==> config.mk <==
export PLATFORM = sky130hd
export DESIGN_NAME = oledcd_top
export DESIGN_NICKNAME = d
export VERILOG_FILES = /design/src/oledcd_pkg.sv /design/src/oledcd_dec_if.sv /design/src/oledcd_decode.sv /design/src/oledcd_top.sv
export SDC_FILE = /design/constraint.sdc
export NUM_CORES = 1
export LEC_CHECK = 0
export BUFFER_PORTS_ARGS = -buffer_cell sky130_fd_sc_hd__buf_4
export CAP_MARGIN = 30
export CORE_ASPECT_RATIO = 0.75
export CORE_MARGIN = 10
export CORE_UTILIZATION = 30
export CTS_CLUSTER_DIAMETER = 60
export DETAILED_ROUTE_END_ITERATION = 6
export GPL_TIMING_DRIVEN = 0
export PLACE_DENSITY_LB_ADDON = 0.08
export SYNTH_ARGS = -nofsm -noshare
export SYNTH_HDL_FRONTEND = slang
export SYNTH_SLANG_ARGS = --single-unit
==> constraint.sdc <==
create_clock -name pclk -period 2.1 [get_ports pclk]
set_input_delay 0.105 -clock pclk [delete_from_list [all_inputs] [get_ports pclk]]
set_output_delay 0.105 -clock pclk [all_outputs]
set_load 0.05 [all_outputs]
==> src/oledcd_pkg.sv <==
package oledcd_pkg;
	// Register byte offsets
	localparam logic [7:0]  OFF_BYTE      = 8'h00;
	localparam logic [7:0]  OFF_POS       = 8'h04;
	localparam logic [7:0]  OFF_CFG       = 8'h08;

	// Byte register fields
	localparam int          POS_DC        = 8;

	// Position readback fields
	localparam int          POS_COL       = 0;
	localparam int          POS_START     = 8;
	localparam int          POS_MUX       = 16;
	localparam int          POS_PEND      = 24;

	// Configuration readback fields
	localparam int          POS_CONTRAST  = 0;
	localparam int          POS_SEG       = 8;
	localparam int          POS_FORCE     = 9;
	localparam int          POS_REVERSE   = 10;
	localparam int          POS_DCDC      = 11;
	localparam int          POS_DISP      = 12;

	// Opcodes and opcode prefixes
	localparam logic [3:0]  NIB_COL_HI    = 4'h1;
	localparam logic [3:0]  NIB_COL_LO    = 4'h0;
	localparam logic [1:0]  PFX_START     = 2'h1;
	localparam logic [7:0]  OP_CONTRAST   = 8'h81;
	localparam logic [7:0]  OP_MUX        = 8'hA8;
	localparam logic [7:0]  OP_DCDC       = 8'hAD;
	localparam logic [6:0]  PFX_DCDC_ARG  = 7'h45;
	localparam logic [6:0]  PFX_SEG       = 7'h50;
	localparam logic [6:0]  PFX_FORCE     = 7'h52;
	localparam logic [6:0]  PFX_POLARITY  = 7'h53;
	localparam logic [6:0]  PFX_DISP      = 7'h57;

	// Reset values
	localparam logic [7:0]  RST_COL       = 8'h00;
	localparam logic [5:0]  RST_START     = 6'h00;
	localparam logic [7:0]  RST_CONTRAST  = 8'h80;
	localparam logic [5:0]  RST_MUX       = 6'h3F;
	localparam logic        RST_DCDC      = 1'b1;

	typedef enum logic [1:0] {
		PEND_IDLE     = 2'b00,
		PEND_CONTRAST = 2'b01,
		PEND_MUX      = 2'b11,
		PEND_DCDC     = 2'b10
	} oledcd_pend_t;
endpackage

==> src/oledcd_dec_if.sv <==
`timescale 1ns/10ps
interface oledcd_dec_if;
	logic [7:0] cmd_byte;
	logic       col_hi;
	logic       col_lo;
	logic       start_line;
	logic       contrast_mode;
	logic       seg_remap;
	logic       force_all;
	logic       polarity;
	logic       mux_mode;
	logic       dcdc_mode;
	logic       dcdc_arg;
	logic       disp_onoff;

	modport dec (
		input  cmd_byte,
		output col_hi, col_lo, start_line, contrast_mode, seg_remap, force_all,
		output polarity, mux_mode, dcdc_mode, dcdc_arg, disp_onoff
	);
	modport user (
		output cmd_byte,
		input  col_hi, col_lo, start_line, contrast_mode, seg_remap, force_all,
		input  polarity, mux_mode, dcdc_mode, dcdc_arg, disp_onoff
	);
endinterface

==> src/oledcd_decode.sv <==
`timescale 1ns/10ps
module oledcd_decode (
	// Opcode classification
	oledcd_dec_if.dec dif
);
	wire [7:0] b = dif.cmd_byte;

	assign dif.col_hi        = (b[7:4] == oledcd_pkg::NIB_COL_HI);
	assign dif.col_lo        = (b[7:4] == oledcd_pkg::NIB_COL_LO);
	assign dif.start_line    = (b[7:6] == oledcd_pkg::PFX_START);
	assign dif.contrast_mode = (b == oledcd_pkg::OP_CONTRAST);
	assign dif.seg_remap     = (b[7:1] == oledcd_pkg::PFX_SEG);
	assign dif.force_all     = (b[7:1] == oledcd_pkg::PFX_FORCE);
	assign dif.polarity      = (b[7:1] == oledcd_pkg::PFX_POLARITY);
	assign dif.mux_mode      = (b == oledcd_pkg::OP_MUX);
	assign dif.dcdc_mode     = (b == oledcd_pkg::OP_DCDC);
	assign dif.dcdc_arg      = (b[7:1] == oledcd_pkg::PFX_DCDC_ARG);
	assign dif.disp_onoff    = (b[7:1] == oledcd_pkg::PFX_DISP);
endmodule // oledcd_decode

==> src/oledcd_top.sv <==
// Functional notes
// - Command-select low bytes decode into settings
// - Two nibble commands set column address
// - Column counter increments per RAM access, holding at the last column
// - Page address untouched by column increment
// - 40H-7FH load display start line
// - Rows map to ascending RAM lines
// - Start line change moves image immediately
// - 81H plus byte sets contrast
// - Byte after 81H is contrast only
// - A0H/A1H select segment order
// - A4H/A5H force all pixels on
// - Force-all-on overrides display polarity
// - A6H/A7H select display polarity
// - A8H plus byte sets multiplex ratio
// - ADH plus 8AH/8BH sets converter
// - Display and converter select power mode
// - Reset clears column, start line, remap
`timescale 1ns/10ps
module oledcd_top #(
	parameter int NUM_COLUMNS = 132,
	parameter int NUM_LINES   = 64
) (
	// Clock and reset
	input  wire logic        pclk,
	input  wire logic        presetn,
	// APB slave
	input  wire logic [7:0]  paddr,
	input  wire logic        psel,
	input  wire logic        penable,
	input  wire logic        pwrite,
	input  wire logic [31:0] pwdata,
	output logic      [31:0] prdata,
	output logic             pready,
	output logic             pslverr,
	// Row scan from the display timing logic
	input  wire logic [5:0]  scan_row,
	input  wire logic        ram_bit,
	// Settings
	output logic      [7:0]  column_addr,
	output logic      [5:0]  start_line,
	output logic      [7:0]  contrast,
	output logic             segment_reverse_select,
	output logic             force_all_on,
	output logic             reverse_display,
	output logic      [5:0]  mux_ratio_n,
	output logic             dcdc_enable,
	output logic             display_on,
	// Power mode
	output logic             sleep_mode,
	output logic             external_supply_required,
	output logic             converter_active,
	// Scan results
	output logic      [5:0]  ram_line,
	output logic             row_active,
	output logic             pixel_on
);
	localparam logic [7:0] COL_LAST = 8'(NUM_COLUMNS - 1);

	if (NUM_COLUMNS < 2 || NUM_COLUMNS > 256) begin : g_bad_cols
		$error("NUM_COLUMNS must lie in 2..256");
	end
	if (NUM_LINES != 64) begin : g_bad_lines
		$error("NUM_LINES must be 64 for the 6-bit line fields");
	end

	////////////////////////////////////////////////////////////////////////////
	// APB decode

	wire        apb_setup  = psel & ~penable;
	wire        apb_access = psel & penable;
	wire        hit_byte   = (paddr == oledcd_pkg::OFF_BYTE);
	wire        hit_read   = hit_byte | (paddr == oledcd_pkg::OFF_POS) | (paddr == oledcd_pkg::OFF_CFG);
	wire        hit        = pwrite ? hit_byte : hit_read;
	wire        wr_en      = apb_access & pwrite & hit_byte;
	wire        is_data    = pwdata[oledcd_pkg::POS_DC];
	wire        cmd_wr     = wr_en & ~is_data;
	wire        ram_acc    = wr_en & is_data;
	wire [7:0]  cmd_byte   = pwdata[7:0];

	assign pready  = 1'b1;
	assign pslverr = apb_access & ~hit;

	////////////////////////////////////////////////////////////////////////////
	// Opcode classification

	oledcd_dec_if dif ();
	assign dif.cmd_byte = cmd_byte;

	oledcd_decode u_decode (
		.dif (dif)
	);

	////////////////////////////////////////////////////////////////////////////
	// Pending state of two-byte commands

	oledcd_pkg::oledcd_pend_t pend_r;
	oledcd_pkg::oledcd_pend_t pend_nxt;

	wire in_idle  = (pend_r == oledcd_pkg::PEND_IDLE);
	wire take     = cmd_wr & in_idle;
	wire arg_con  = cmd_wr & (pend_r == oledcd_pkg::PEND_CONTRAST);
	wire arg_mux  = cmd_wr & (pend_r == oledcd_pkg::PEND_MUX);
	wire arg_dcdc = cmd_wr & (pend_r == oledcd_pkg::PEND_DCDC);

	always_comb begin
		pend_nxt = pend_r;
		if (cmd_wr) begin
			unique case (pend_r)
				oledcd_pkg::PEND_IDLE: begin
					if (dif.contrast_mode)
						pend_nxt = oledcd_pkg::PEND_CONTRAST;
					else if (dif.mux_mode)
						pend_nxt = oledcd_pkg::PEND_MUX;
					else if (dif.dcdc_mode)
						pend_nxt = oledcd_pkg::PEND_DCDC;
				end
				oledcd_pkg::PEND_CONTRAST,
				oledcd_pkg::PEND_MUX,
				oledcd_pkg::PEND_DCDC: begin
					pend_nxt = oledcd_pkg::PEND_IDLE;
				end
			endcase
		end
	end

	always_ff @(posedge pclk or negedge presetn) begin
		if (!presetn)
			pend_r <= oledcd_pkg::PEND_IDLE;
		else
			pend_r <= pend_nxt;
	end

	////////////////////////////////////////////////////////////////////////////
	// Column address counter

	logic [7:0] col_r;
	logic [7:0] col_nxt;
	wire        col_room = (col_r < COL_LAST);

	// No page state is kept here, so auto-increment never alters a page
	assign col_nxt = (take & dif.col_hi)   ? {cmd_byte[3:0], col_r[3:0]} :
	                 (take & dif.col_lo)   ? {col_r[7:4], cmd_byte[3:0]} :
	                 (ram_acc & col_room)  ? 8'(col_r + 8'h01)           :
	                 col_r;

	always_ff @(posedge pclk or negedge presetn) begin
		if (!presetn)
			col_r <= oledcd_pkg::RST_COL;
		else
			col_r <= col_nxt;
	end

	////////////////////////////////////////////////////////////////////////////
	// Single-byte settings

	logic [5:0] start_r;
	logic       seg_r;
	logic       force_r;
	logic       reverse_r;
	logic       disp_r;

	// Undefined and reserved opcodes match no class and change nothing
	wire [5:0]  start_nxt   = (take & dif.start_line) ? cmd_byte[5:0] : start_r;
	wire        seg_nxt     = (take & dif.seg_remap)  ? cmd_byte[0] : seg_r;
	wire        force_nxt   = (take & dif.force_all)  ? cmd_byte[0] : force_r;
	wire        reverse_nxt = (take & dif.polarity)   ? cmd_byte[0] : reverse_r;
	wire        disp_nxt    = (take & dif.disp_onoff) ? cmd_byte[0] : disp_r;

	always_ff @(posedge pclk or negedge presetn) begin
		if (!presetn) begin
			start_r   <= oledcd_pkg::RST_START;
			seg_r     <= 1'b0;
			force_r   <= 1'b0;
			reverse_r <= 1'b0;
			disp_r    <= 1'b0;
		end else begin
			start_r   <= start_nxt;
			seg_r     <= seg_nxt;
			force_r   <= force_nxt;
			reverse_r <= reverse_nxt;
			disp_r    <= disp_nxt;
		end
	end

	////////////////////////////////////////////////////////////////////////////
	// Two-byte settings

	logic [7:0] contrast_r;
	logic [5:0] mux_r;
	logic       dcdc_r;

	wire [7:0]  contrast_nxt = arg_con ? cmd_byte : contrast_r;
	wire [5:0]  mux_nxt      = arg_mux ? cmd_byte[5:0] : mux_r;
	wire        dcdc_nxt     = (arg_dcdc & dif.dcdc_arg) ? cmd_byte[0] : dcdc_r;

	always_ff @(posedge pclk or negedge presetn) begin
		if (!presetn) begin
			contrast_r <= oledcd_pkg::RST_CONTRAST;
			mux_r      <= oledcd_pkg::RST_MUX;
			dcdc_r     <= oledcd_pkg::RST_DCDC;
		end else begin
			contrast_r <= contrast_nxt;
			mux_r      <= mux_nxt;
			dcdc_r     <= dcdc_nxt;
		end
	end

	////////////////////////////////////////////////////////////////////////////
	// Row mapping and pixel output

	logic [5:0] line_r;
	logic       active_r;
	logic       pixel_r;

	wire [5:0]  line_nxt   = 6'(start_r + scan_row);
	wire        active_nxt = (scan_row <= mux_r);
	wire        lit        = force_r | (ram_bit ^ reverse_r);
	wire        pixel_nxt  = disp_r & active_nxt & lit;

	always_ff @(posedge pclk or negedge presetn) begin
		if (!presetn) begin
			line_r   <= 6'h00;
			active_r <= 1'b0;
			pixel_r  <= 1'b0;
		end else begin
			line_r   <= line_nxt;
			active_r <= active_nxt;
			pixel_r  <= pixel_nxt;
		end
	end

	////////////////////////////////////////////////////////////////////////////
	// Readback

	logic [31:0] prdata_r;
	logic [31:0] rd_pos;
	logic [31:0] rd_cfg;

	always_comb begin
		rd_pos = 32'h0000_0000;
		rd_pos[oledcd_pkg::POS_COL +: 8]   = col_r;
		rd_pos[oledcd_pkg::POS_START +: 6] = start_r;
		rd_pos[oledcd_pkg::POS_MUX +: 6]   = mux_r;
		rd_pos[oledcd_pkg::POS_PEND +: 2]  = pend_r;
		rd_cfg = 32'h0000_0000;
		rd_cfg[oledcd_pkg::POS_CONTRAST +: 8] = contrast_r;
		rd_cfg[oledcd_pkg::POS_SEG]     = seg_r;
		rd_cfg[oledcd_pkg::POS_FORCE]   = force_r;
		rd_cfg[oledcd_pkg::POS_REVERSE] = reverse_r;
		rd_cfg[oledcd_pkg::POS_DCDC]    = dcdc_r;
		rd_cfg[oledcd_pkg::POS_DISP]    = disp_r;
	end

	wire [31:0] rd_sel  = (paddr == oledcd_pkg::OFF_POS) ? rd_pos :
	                      (paddr == oledcd_pkg::OFF_CFG) ? rd_cfg : 32'h0000_0000;
	wire        rd_load = apb_setup & ~pwrite;

	always_ff @(posedge pclk or negedge presetn) begin
		if (!presetn)
			prdata_r <= 32'h0000_0000;
		else if (rd_load)
			prdata_r <= rd_sel;
	end

	////////////////////////////////////////////////////////////////////////////
	// Outputs

	assign prdata                   = prdata_r;
	assign column_addr              = col_r;
	assign start_line               = start_r;
	assign contrast                 = contrast_r;
	assign segment_reverse_select   = seg_r;
	assign force_all_on             = force_r;
	assign reverse_display          = reverse_r;
	assign mux_ratio_n              = mux_r;
	assign dcdc_enable              = dcdc_r;
	assign display_on               = disp_r;
	assign sleep_mode               = ~disp_r;
	assign external_supply_required = disp_r & ~dcdc_r;
	assign converter_active         = disp_r & dcdc_r;
	assign ram_line                 = line_r;
	assign row_active               = active_r;
	assign pixel_on                 = pixel_r;
endmodule // oledcd_top

==> results of run 1 <==
==> state kept, by name, indices dropped and copies added (netlist names) <==
register and cells:
column_addr 8, row_active 1, mux_ratio_n 6, force_all_on 1, prdata 22, reverse_display 1, contrast 8, pend_r 2
ram_line 6, start_line 6, segment_reverse_select 1, pixel_on 1, display_on 1, dcdc_enable 1
==> metrics by stage <==
stage | setup slack (ps) | power, mW | TNS, ps | utilization
3_5_place_dp | -70.07 | 1.884 | -129.7 | 0.3897
3_3_place_gp | -66.13 | 1.880 | -77.35 | 0.3897
4_1_cts | 9.269 | 3.446 | 0 | 0.4194
2_1_floorplan | 37.71 | 1.680 | 0 | -
5_1_grt | -41.36 | 3.536 | -58.03 | 0.4205
6_report | 32.05 | 3.393 | 0 | 0.4205
==> power by group through the flow <==
stage / Sequential, mW / Clock [mW] / Combinational (mW)
floorplan: 1.51 / 0 / 0.166
global placement: 1.35 / 0 / 0.529
detailed placement: 1.35 / 0 / 0.532
CTS: 1.33 / 1.58 / 0.535
global route: 1.34 / 1.63 / 0.569
finish: 1.33 / 1.54 / 0.528
==> cell type report <==
type	count	area, um2	share of cell area
Multi-Input combinational cell	239	1595	0.3468
Clock buffer	12	256.5	0.05575
Sequential cell	65	1640	0.3565
Timing Repair Buffer	92	693.2	0.1507
Tap cell	140	175.2	0.03807
Clock inverter	4	51.30	0.01115
Buffer	27	147.6	0.03209
Inverter	11	41.29	0.008975
==> worst min-delay path by stage <==
| stage | startpoint | end | slack [ps] | cells past startpoint |
|---|---|---|---|---|
| 2_1_floorplan | presetn | column_addr[0] | -190 | 0 |
| 3_3_place_gp | presetn | ram_line[0] | 290 | 1 |
| 3_5_place_dp | presetn | ram_line[0] | 280 | 1 |
| 4_1_cts | scan_row[0] | ram_line[0] | 20 | 2 |
| 5_1_grt | scan_row[0] | ram_line[0] | 20 | 2 |
| 6_report | scan_row[0] | ram_line[0] | 30 | 2 |
==> layout by cell type, fill, tap and decap left out, drive strengths merged, types with 3 or more instances in the layout <==
cell and instances:
a211oi 3, clkbuf 26, and2 3, nor3b 4
mux2 20, o21ai 10, nand3 18, nor2 42
inv 11, xnor2 3, nor2b 3, dfstp 8
nor4 7, nand2 35, dfrtp 57, nand4 4
conb 11, a221oi 13, a21o 3, buf 104
a21oi 13, ha 12, nand2b 3, nor3 5
xor2 4
==> kinds of logic (layout without fill, tap and decap cells) <==
family / count (synthesis) / after routing / synth area share
adders and majority gates: 14 / 14 / 0.05347
AOI/OAI and AO/OA: 50 / 50 / 0.1021
muxes: 21 / 21 / 0.06981
other: 2 / 11 / 0.002229
and+or+nand+nor: 136 / 136 / 0.2113
xor gates and xnor gates: 7 / 7 / 0.01820
DFF: 65 / 65 / 0.4857
buffers and inverters: 39 / 146 / 0.05718
==> worst reg2reg max path, stage by stage (launching register included) <==
cell and delay [ps]:
dfrtp_2 460, ha_1 260, nor4b_2 270, a21oi_2 150, or4_4 540, o22a_1 180, o31a_1 100
==> metal layers <==
layer  vias to the layer above  track usage
li1                       1379            -
met1                      1315       0.1935
met2                        72       0.1833
met3                         6      0.04586
met4                         0      0.03634
met5                         -            0
==> what timing repair did <==
action	CTS	global route
endpoints found under the setup margin	10	6
hold endpoints to repair	57	0
hold buffers	1	0
resized for setup	2	3
==> results by stage, run 1 <==
Floorplanning:
- The die width is 142.4 um.
- The initial utilization of the core area, before any placement, comes to 0.3079.
- After floorplanning, the core was sized to cover 10940 um2.
- The floorplan step set the die height to 111.8 um.
- During I/O placement, the number of pins put on the boundary was 130.
- The initialized floorplan defines 33 standard-cell rows.
- The total die area is 15910 um2.

Run status:
- The run finished with clean final reports.

STA:
- The maximum clock skew at final layout is 7.801 ps.
- The final critical path time including I/O delays and setup is 2068 ps.
- Setup repair after global routing could not meet its margin everywhere.
- Static timing analysis puts the maximum clock frequency at 483.6 MHz.
- The count of endpoints failing setup in the final report is 0.
- The total count of max-transition violations in the final report was 0.
- The share of the clock period used by the worst path is 0.9847.
- The worst pin sits at a relative slew slack of 0.4234.
- On the final layout, the worst hold slack is 30.79 ps.
- The number of endpoints with negative hold slack in the final report is 0.
- The pin slew with the least headroom to its limit is 864.9 ps.

Clocking:
- At the later pin of the worst-skew pair, clock insertion delay measures 330 ps.
- In this run the clock root is driven by a clkbuf_16.
- The clock input transition at the sequential cells of the worst setup and hold paths is 60 ps.
- Counting along the longest clock path gives a buffer depth of 2.
- In this run the number of H-tree levels came out at 3.
- The number of buffers added by the clock tree synthesis step is 9.
- The clock tree from TritonCTS is built.
- The sink count of the clock tree is 65.
- The post-CTS setup-driven buffer insertion count is 0.

Critical path:
- The launching element type of the critical path is a flop.
- Measured in cells, the most critical reg-to-reg path has a length of 6.
- The maximum cell stage delay along the critical path is 540 ps.
- The worst-case register-to-register setup slack is 30 ps.
- The sort of element at the end of the critical path is a flop.
- The worst setup path startpoint is column_addr[0].
- STA puts the critical path data arrival time at 2280 ps.
- The critical path ends at column_addr[5].
- Counting both buffers and inverters, the worst setup path holds a total of 0.
- The startpoint of the lowest-slack register-to-register path is column_addr[0].
- Along the worst path, the maximum fanout reaches 6.
- The critical path required time is 2310 ps.
- The critical setup path kind is reg2reg.
- Among all stages on the critical path, the largest delay is contributed by or4_4.
- The worst reg2reg path endpoint is column_addr[5].
- The family with the most delay on the worst path is simple AND/OR/NAND/NOR gates.
- Traced cell by cell, the critical path runs through ha_1 -> nor4b_2 -> a21oi_2 -> or4_4 -> o22a_1 -> o31a_1.
- The critical path runs through a total of 6 cells.

Global routing:
- The number of global-route vias before repair is 2816.
- The aggregate global-route resource usage is 0.1340.
- The largest net degree at the start of global routing is 66.
- The global-route wire length before repair is 16750 um.
- The initial antenna violation count is 0.
- The total overflow left after global routing is 0.

Logic synthesis:
- Yosys instantiated no cell more often than dfrtp_1.
- After synthesis, the cell types taking the most area are dfrtp_1 42%, mux2_2 6.7%, dfstp_2 6.2%.
- The total number of yosys warnings is 0.
- Synthesis handed over a netlist of 334 instances.
- After synthesis the netlist holds a flip-flop and latch count of 65.
- Of the post-synthesis cell area, the dominant cell type holds 0.4233.
- Sorting the synthesized cells by how often they occur yields 57 x dfrtp_1, 42 x nor2_1, 35 x nand2_1.
- The number of flops mapped to enable cells by yosys is 0.
- Counting distinct cell types in the post-synthesis netlist gives 49.
- The commonest register cell after synthesis is dfrtp_1.
- The post-synth design cell area is 3369 um2.
- The synthesized area divided by synthesized cell count is 10.09 um2.
- Summed over all instances, the cell type with the most area after synthesis is dfrtp_1.
- The async set or reset register ratio after synthesis is 1.000.
- For this run, the register share of the synthesized area comes to 0.4857.

Power:
- The share of power burned in registers is 0.392.
- The leakage power total is 2.273 nW.
- The worst supply voltage drop on vdd is 0.3300 mV.
- The part of the power in combinational logic is 0.156.
- Of the total power, the share spent switching nets is 0.2797.
- The total internal power is 2.444 mW.
- The net switching power is 949.1 uW.
- The power density relative to cell area is 737.5 nW/um2.
- Of the total power, the clock network draws 0.453.

Worst hold path:
- The worst hold path class is in2reg.

Placed design:
- The number of placed cells counting well taps is 574.
- The routability congestion estimate from global placement is 0.7885.
- The cell area reported after detailed placement is 4264 um2.
- The detailed placement HPWL is 8252 um.
- The count of buffers added on input and output ports is 91.

Detailed routing:
- The detail route stage leaves a number of antenna-violating nets equal to 0.
- The total met3 wirelength after detailed routing is 709 um.
- The met1 layer wirelength in the final routing is 5365 um.
- The number of iterations in the first detailed-routing pass is 4.
- The routed via count is 2772.
- The final layout contains routed wiring with a total length of 10760 um.
- The length of routed met2 wiring is 4647 um.
- After detailed routing, the number of vias per cell comes to 4.698.
- The total DRC errors in the routed layout is 0.
- In this run the top signal layer used is met4.
- Dividing the detail-routed wire length by the instance count gives 18.24 um.
- The number of DRC markers after the initial detailed-route iteration is 176.

Cells and area:
- From synthesis to final layout, the design area changed by 36.54%.
- The layout filler cell count is 1100.
- For this run, the number of standard cells in the final layout without fillers is 590.
- The final antenna diode count is 0.
- Summing all non-filler instances in the final layout gives an area of 4601 um2.
- The number of nets in the layout is 510.
- The proportion of layout cells with a drive suffix above 1 is 0.3578.

Flow run:
- Across the run, the number of max-cap violations was 0.
(Power assumes the default switching activity.)
==> run 2: changes to the inputs <==
--- a/config.mk
+++ b/config.mk
@@ -9,7 +9,7 @@
 export CAP_MARGIN = 30
 export CORE_ASPECT_RATIO = 0.75
 export CORE_MARGIN = 10
-export CORE_UTILIZATION = 30
+export CORE_UTILIZATION = 44
 export CTS_CLUSTER_DIAMETER = 60
 export DETAILED_ROUTE_END_ITERATION = 6
 export GPL_TIMING_DRIVEN = 0
==> results by stage, run 2 (synthesized netlist as in run 1, its figures left out) <==
Run status:
- The run finished with clean final reports.

Cells and area:
- The proportion of layout cells with a drive suffix above 1 is 0.3664 (+0.008668).
- The area of all placed cells without fillers is 4457 um2 (-3.1%).
- The top cell types in the final layout, fill and taps aside, are 106 x buf_4, 55 x dfrtp_1, 41 x nor2_1.
- The final antenna diode count came to 0 (unchanged).
- The number of nets in the layout is 513 (+0.59%).
- The area growth from synthesis to layout is 32.27%.
- The library cell used most frequently in the layout, excluding fill and tap cells, is buf_4.
- The flip-flop count of the largest register, all copies and words added is 22 (unchanged).
- The layout filler cell count is 661 (-40%).

Critical path:
- The highest fanout seen on the critical path is 4 (-2).
- The data arrival at the endpoint of the critical path came to 2250 ps (-30 ps).
- The sort of element at the end of the critical path is a flop.
- The launching element type of the critical path is a flop.
- The critical setup path kind is reg2reg.
- The critical path required time came to 2320 ps (about the same).

Floorplanning:
- The number of top-level pins was 130 (unchanged).
- The area of the placeable core is 7398 um2 (-32%).
- The site row count is 27 (-18%).
- The total die area was 11590 um2 (-27%).
- The die width was 121.0 um (-15%).
- The effective utilization at floorplan is 0.4554 (+0.1475).
- The die extent in y was 95.79 um (-14%).

Global routing:
- The largest net degree at the start of global routing came to 66 (unchanged).
- The initial antenna violation count came to 0 (unchanged).
- The global route total overflow is 0 (unchanged).
- The global-route wire length before repair is 15320 um (-8.5%).
- The aggregate global-route resource usage came to 0.1688 (+0.03482).
- The number of global-route vias before repair is 2839 (+0.82%).

Placed design:
- The worst slack after detailed placement is -62.78 ps (+7.289 ps).
- The detailed placement HPWL is 7562 um (-8.4%).
- The routability congestion estimate from global placement is 0.8420 (+6.8%).
- The cell area reported after detailed placement is 4215 um2 (-1.1%).
- The number of buffers inserted by port buffering came to 91 (unchanged).

Detailed routing:
- The average wire length per cell after detail routing was 17.66 um (-3.2%).
- The total DRC errors in the routed layout is 0 (unchanged).
- The number of DRC markers after the initial detailed-route iteration is 244 (+39%).
- The total wire length after detailed routing was 9783 um (-9.1%).
- The routed via count is 2864 (+3.3%).
- The number of routed nets with antenna violations was 0 (unchanged).
- The post-detailed-route via-to-cell ratio is 5.170 (+10%).
- The number of iterations in the first detailed-routing pass came to 5 (+1).

STA:
- The pin slew with the least headroom to its limit is 821.7 ps (-43.16 ps).
- The share of the clock period used by the worst path is 0.9630 (-0.02171).
- The worst hold slack is 22.13 ps (-8.655 ps).
- The number of endpoints with negative hold slack in the final report was 0 (unchanged).
- The worst relative slew slack was 0.4522 (+0.02877).
- The maximum clock rate is 494.5 MHz (+2.3%).
- The maximum clock skew at final layout is 6.627 ps (-1.174 ps).
- The count of endpoints failing setup in the final report is 0 (unchanged).
- The total count of max-transition violations in the final report is 0 (unchanged).
- Setup repair after global routing left no endpoint under its margin.
- The final critical path time including I/O delays and setup is 2022 ps (-45.58 ps).
- The slack of the critical path came to 77.63 ps (+45.58 ps).

Power:
- The clock network fraction of total power is 0.335 (-0.118).
- The total internal power is 1.951 mW (-20%).
- The worst supply voltage drop on vdd was 0.2762 mV (-16%).
- The share of power burned in registers is 0.475 (+0.083).
- The net switching power is 841.9 uW (-11%).
- The leakage power total is 2.230 nW (-1.9%).
- The switching share of power came to 0.3015 (+0.02176).
- The power density relative to cell area is 626.6 nW/um2 (-15%).
- The part of the power in combinational logic is 0.190 (+0.034).

Clocking:
- The clock network latency to the later pin of the worst-skew pair came to 340 ps (about the same).
- The clock tree from TritonCTS is built.
- The sink count of the clock tree is 65 (unchanged).
- The clock input transition at the sequential cells of the worst setup and hold paths was 70 ps (about the same).
- The cell chosen for the clock root is clkbuf_8.
- The number of buffers added by the clock tree synthesis step was 9 (unchanged).
- The maximum number of buffers from clock root to sink came to 2 (unchanged).
- The number of H-tree branching levels was 3 (unchanged).

Flow run:
- The number of violations of the max-capacitance limit came to 0 (unchanged).

Worst hold path:
- The worst hold path class is in2reg.
run 2: what timing repair did:
action	CTS	global route
resized for setup	5	3
endpoints found under the setup margin	4	12
endpoints found under the hold margin	57	0
pin swaps	0	2
setup buffers	0	3
hold buffers	1	0
run 2: cell type report:
class,instances,area [um2],share of cell area
clock inverter,3,17.52,0.003930
buffer,27,147.6,0.03313
inverter,11,41.29,0.009264
tap,101,126.4,0.02835
sequential,65,1639,0.3678
multi-input combinational,239,1610,0.3613
clock buffer,13,158.9,0.03565
timing repair buffer,95,715.7,0.1606
run 2: final timing paths:
path                                 from        endpoint  slack, ps  cells past startpoint
min in group asynchronous         presetn      prdata[18]        410                      2
hold reg to reg                prdata[18]      prdata[18]        460                      2
setup / recovery           column_addr[0]  column_addr[5]         80                      6
hold / removal                scan_row[0]     ram_line[0]         20                      2
setup reg to reg           column_addr[0]  column_addr[5]         80                      6
max in group asynchronous         presetn  column_addr[1]       1090                      2
run 2: critical path, stage by stage (launching register included):
cell and delay, ps:
dfrtp_2 440, ha_2 220, nor4b_2 320, a21oi_2 130
or4_4 530, o22a_1 180, o31a_1 100
run 2: power by group through the flow:
stage               Sequential, mW  Clock, mW  Combinational (mW)
floorplan                     1.51          0               0.166
global placement              1.35          0               0.522
detailed placement            1.35          0               0.528
CTS                           1.33      0.968               0.532
global route                  1.33       1.02               0.567
finish                        1.33      0.936               0.530
run 2: through the flow:
step	TNS [ps]	power (mW)	utilization	cells
final	0	2.792	0.6024	554
after global routing	0	2.921	0.6024	554
after CTS	0	2.826	0.5985	552
after detailed placement	-122.0	1.877	0.5698	535
after global placement	-32.46	1.870	0.5698	535
after floorplan	0	1.680	-	343
run 2: routing by layer:
metal	global-route usage	share of wire	vias up
met2	0.2455	0.44	100
li1	-	-	1385
met1	0.2325	0.46	1370
met3	0.05673	0.089	9
met4	0.05110	0.0095	0
met5	0	0	-
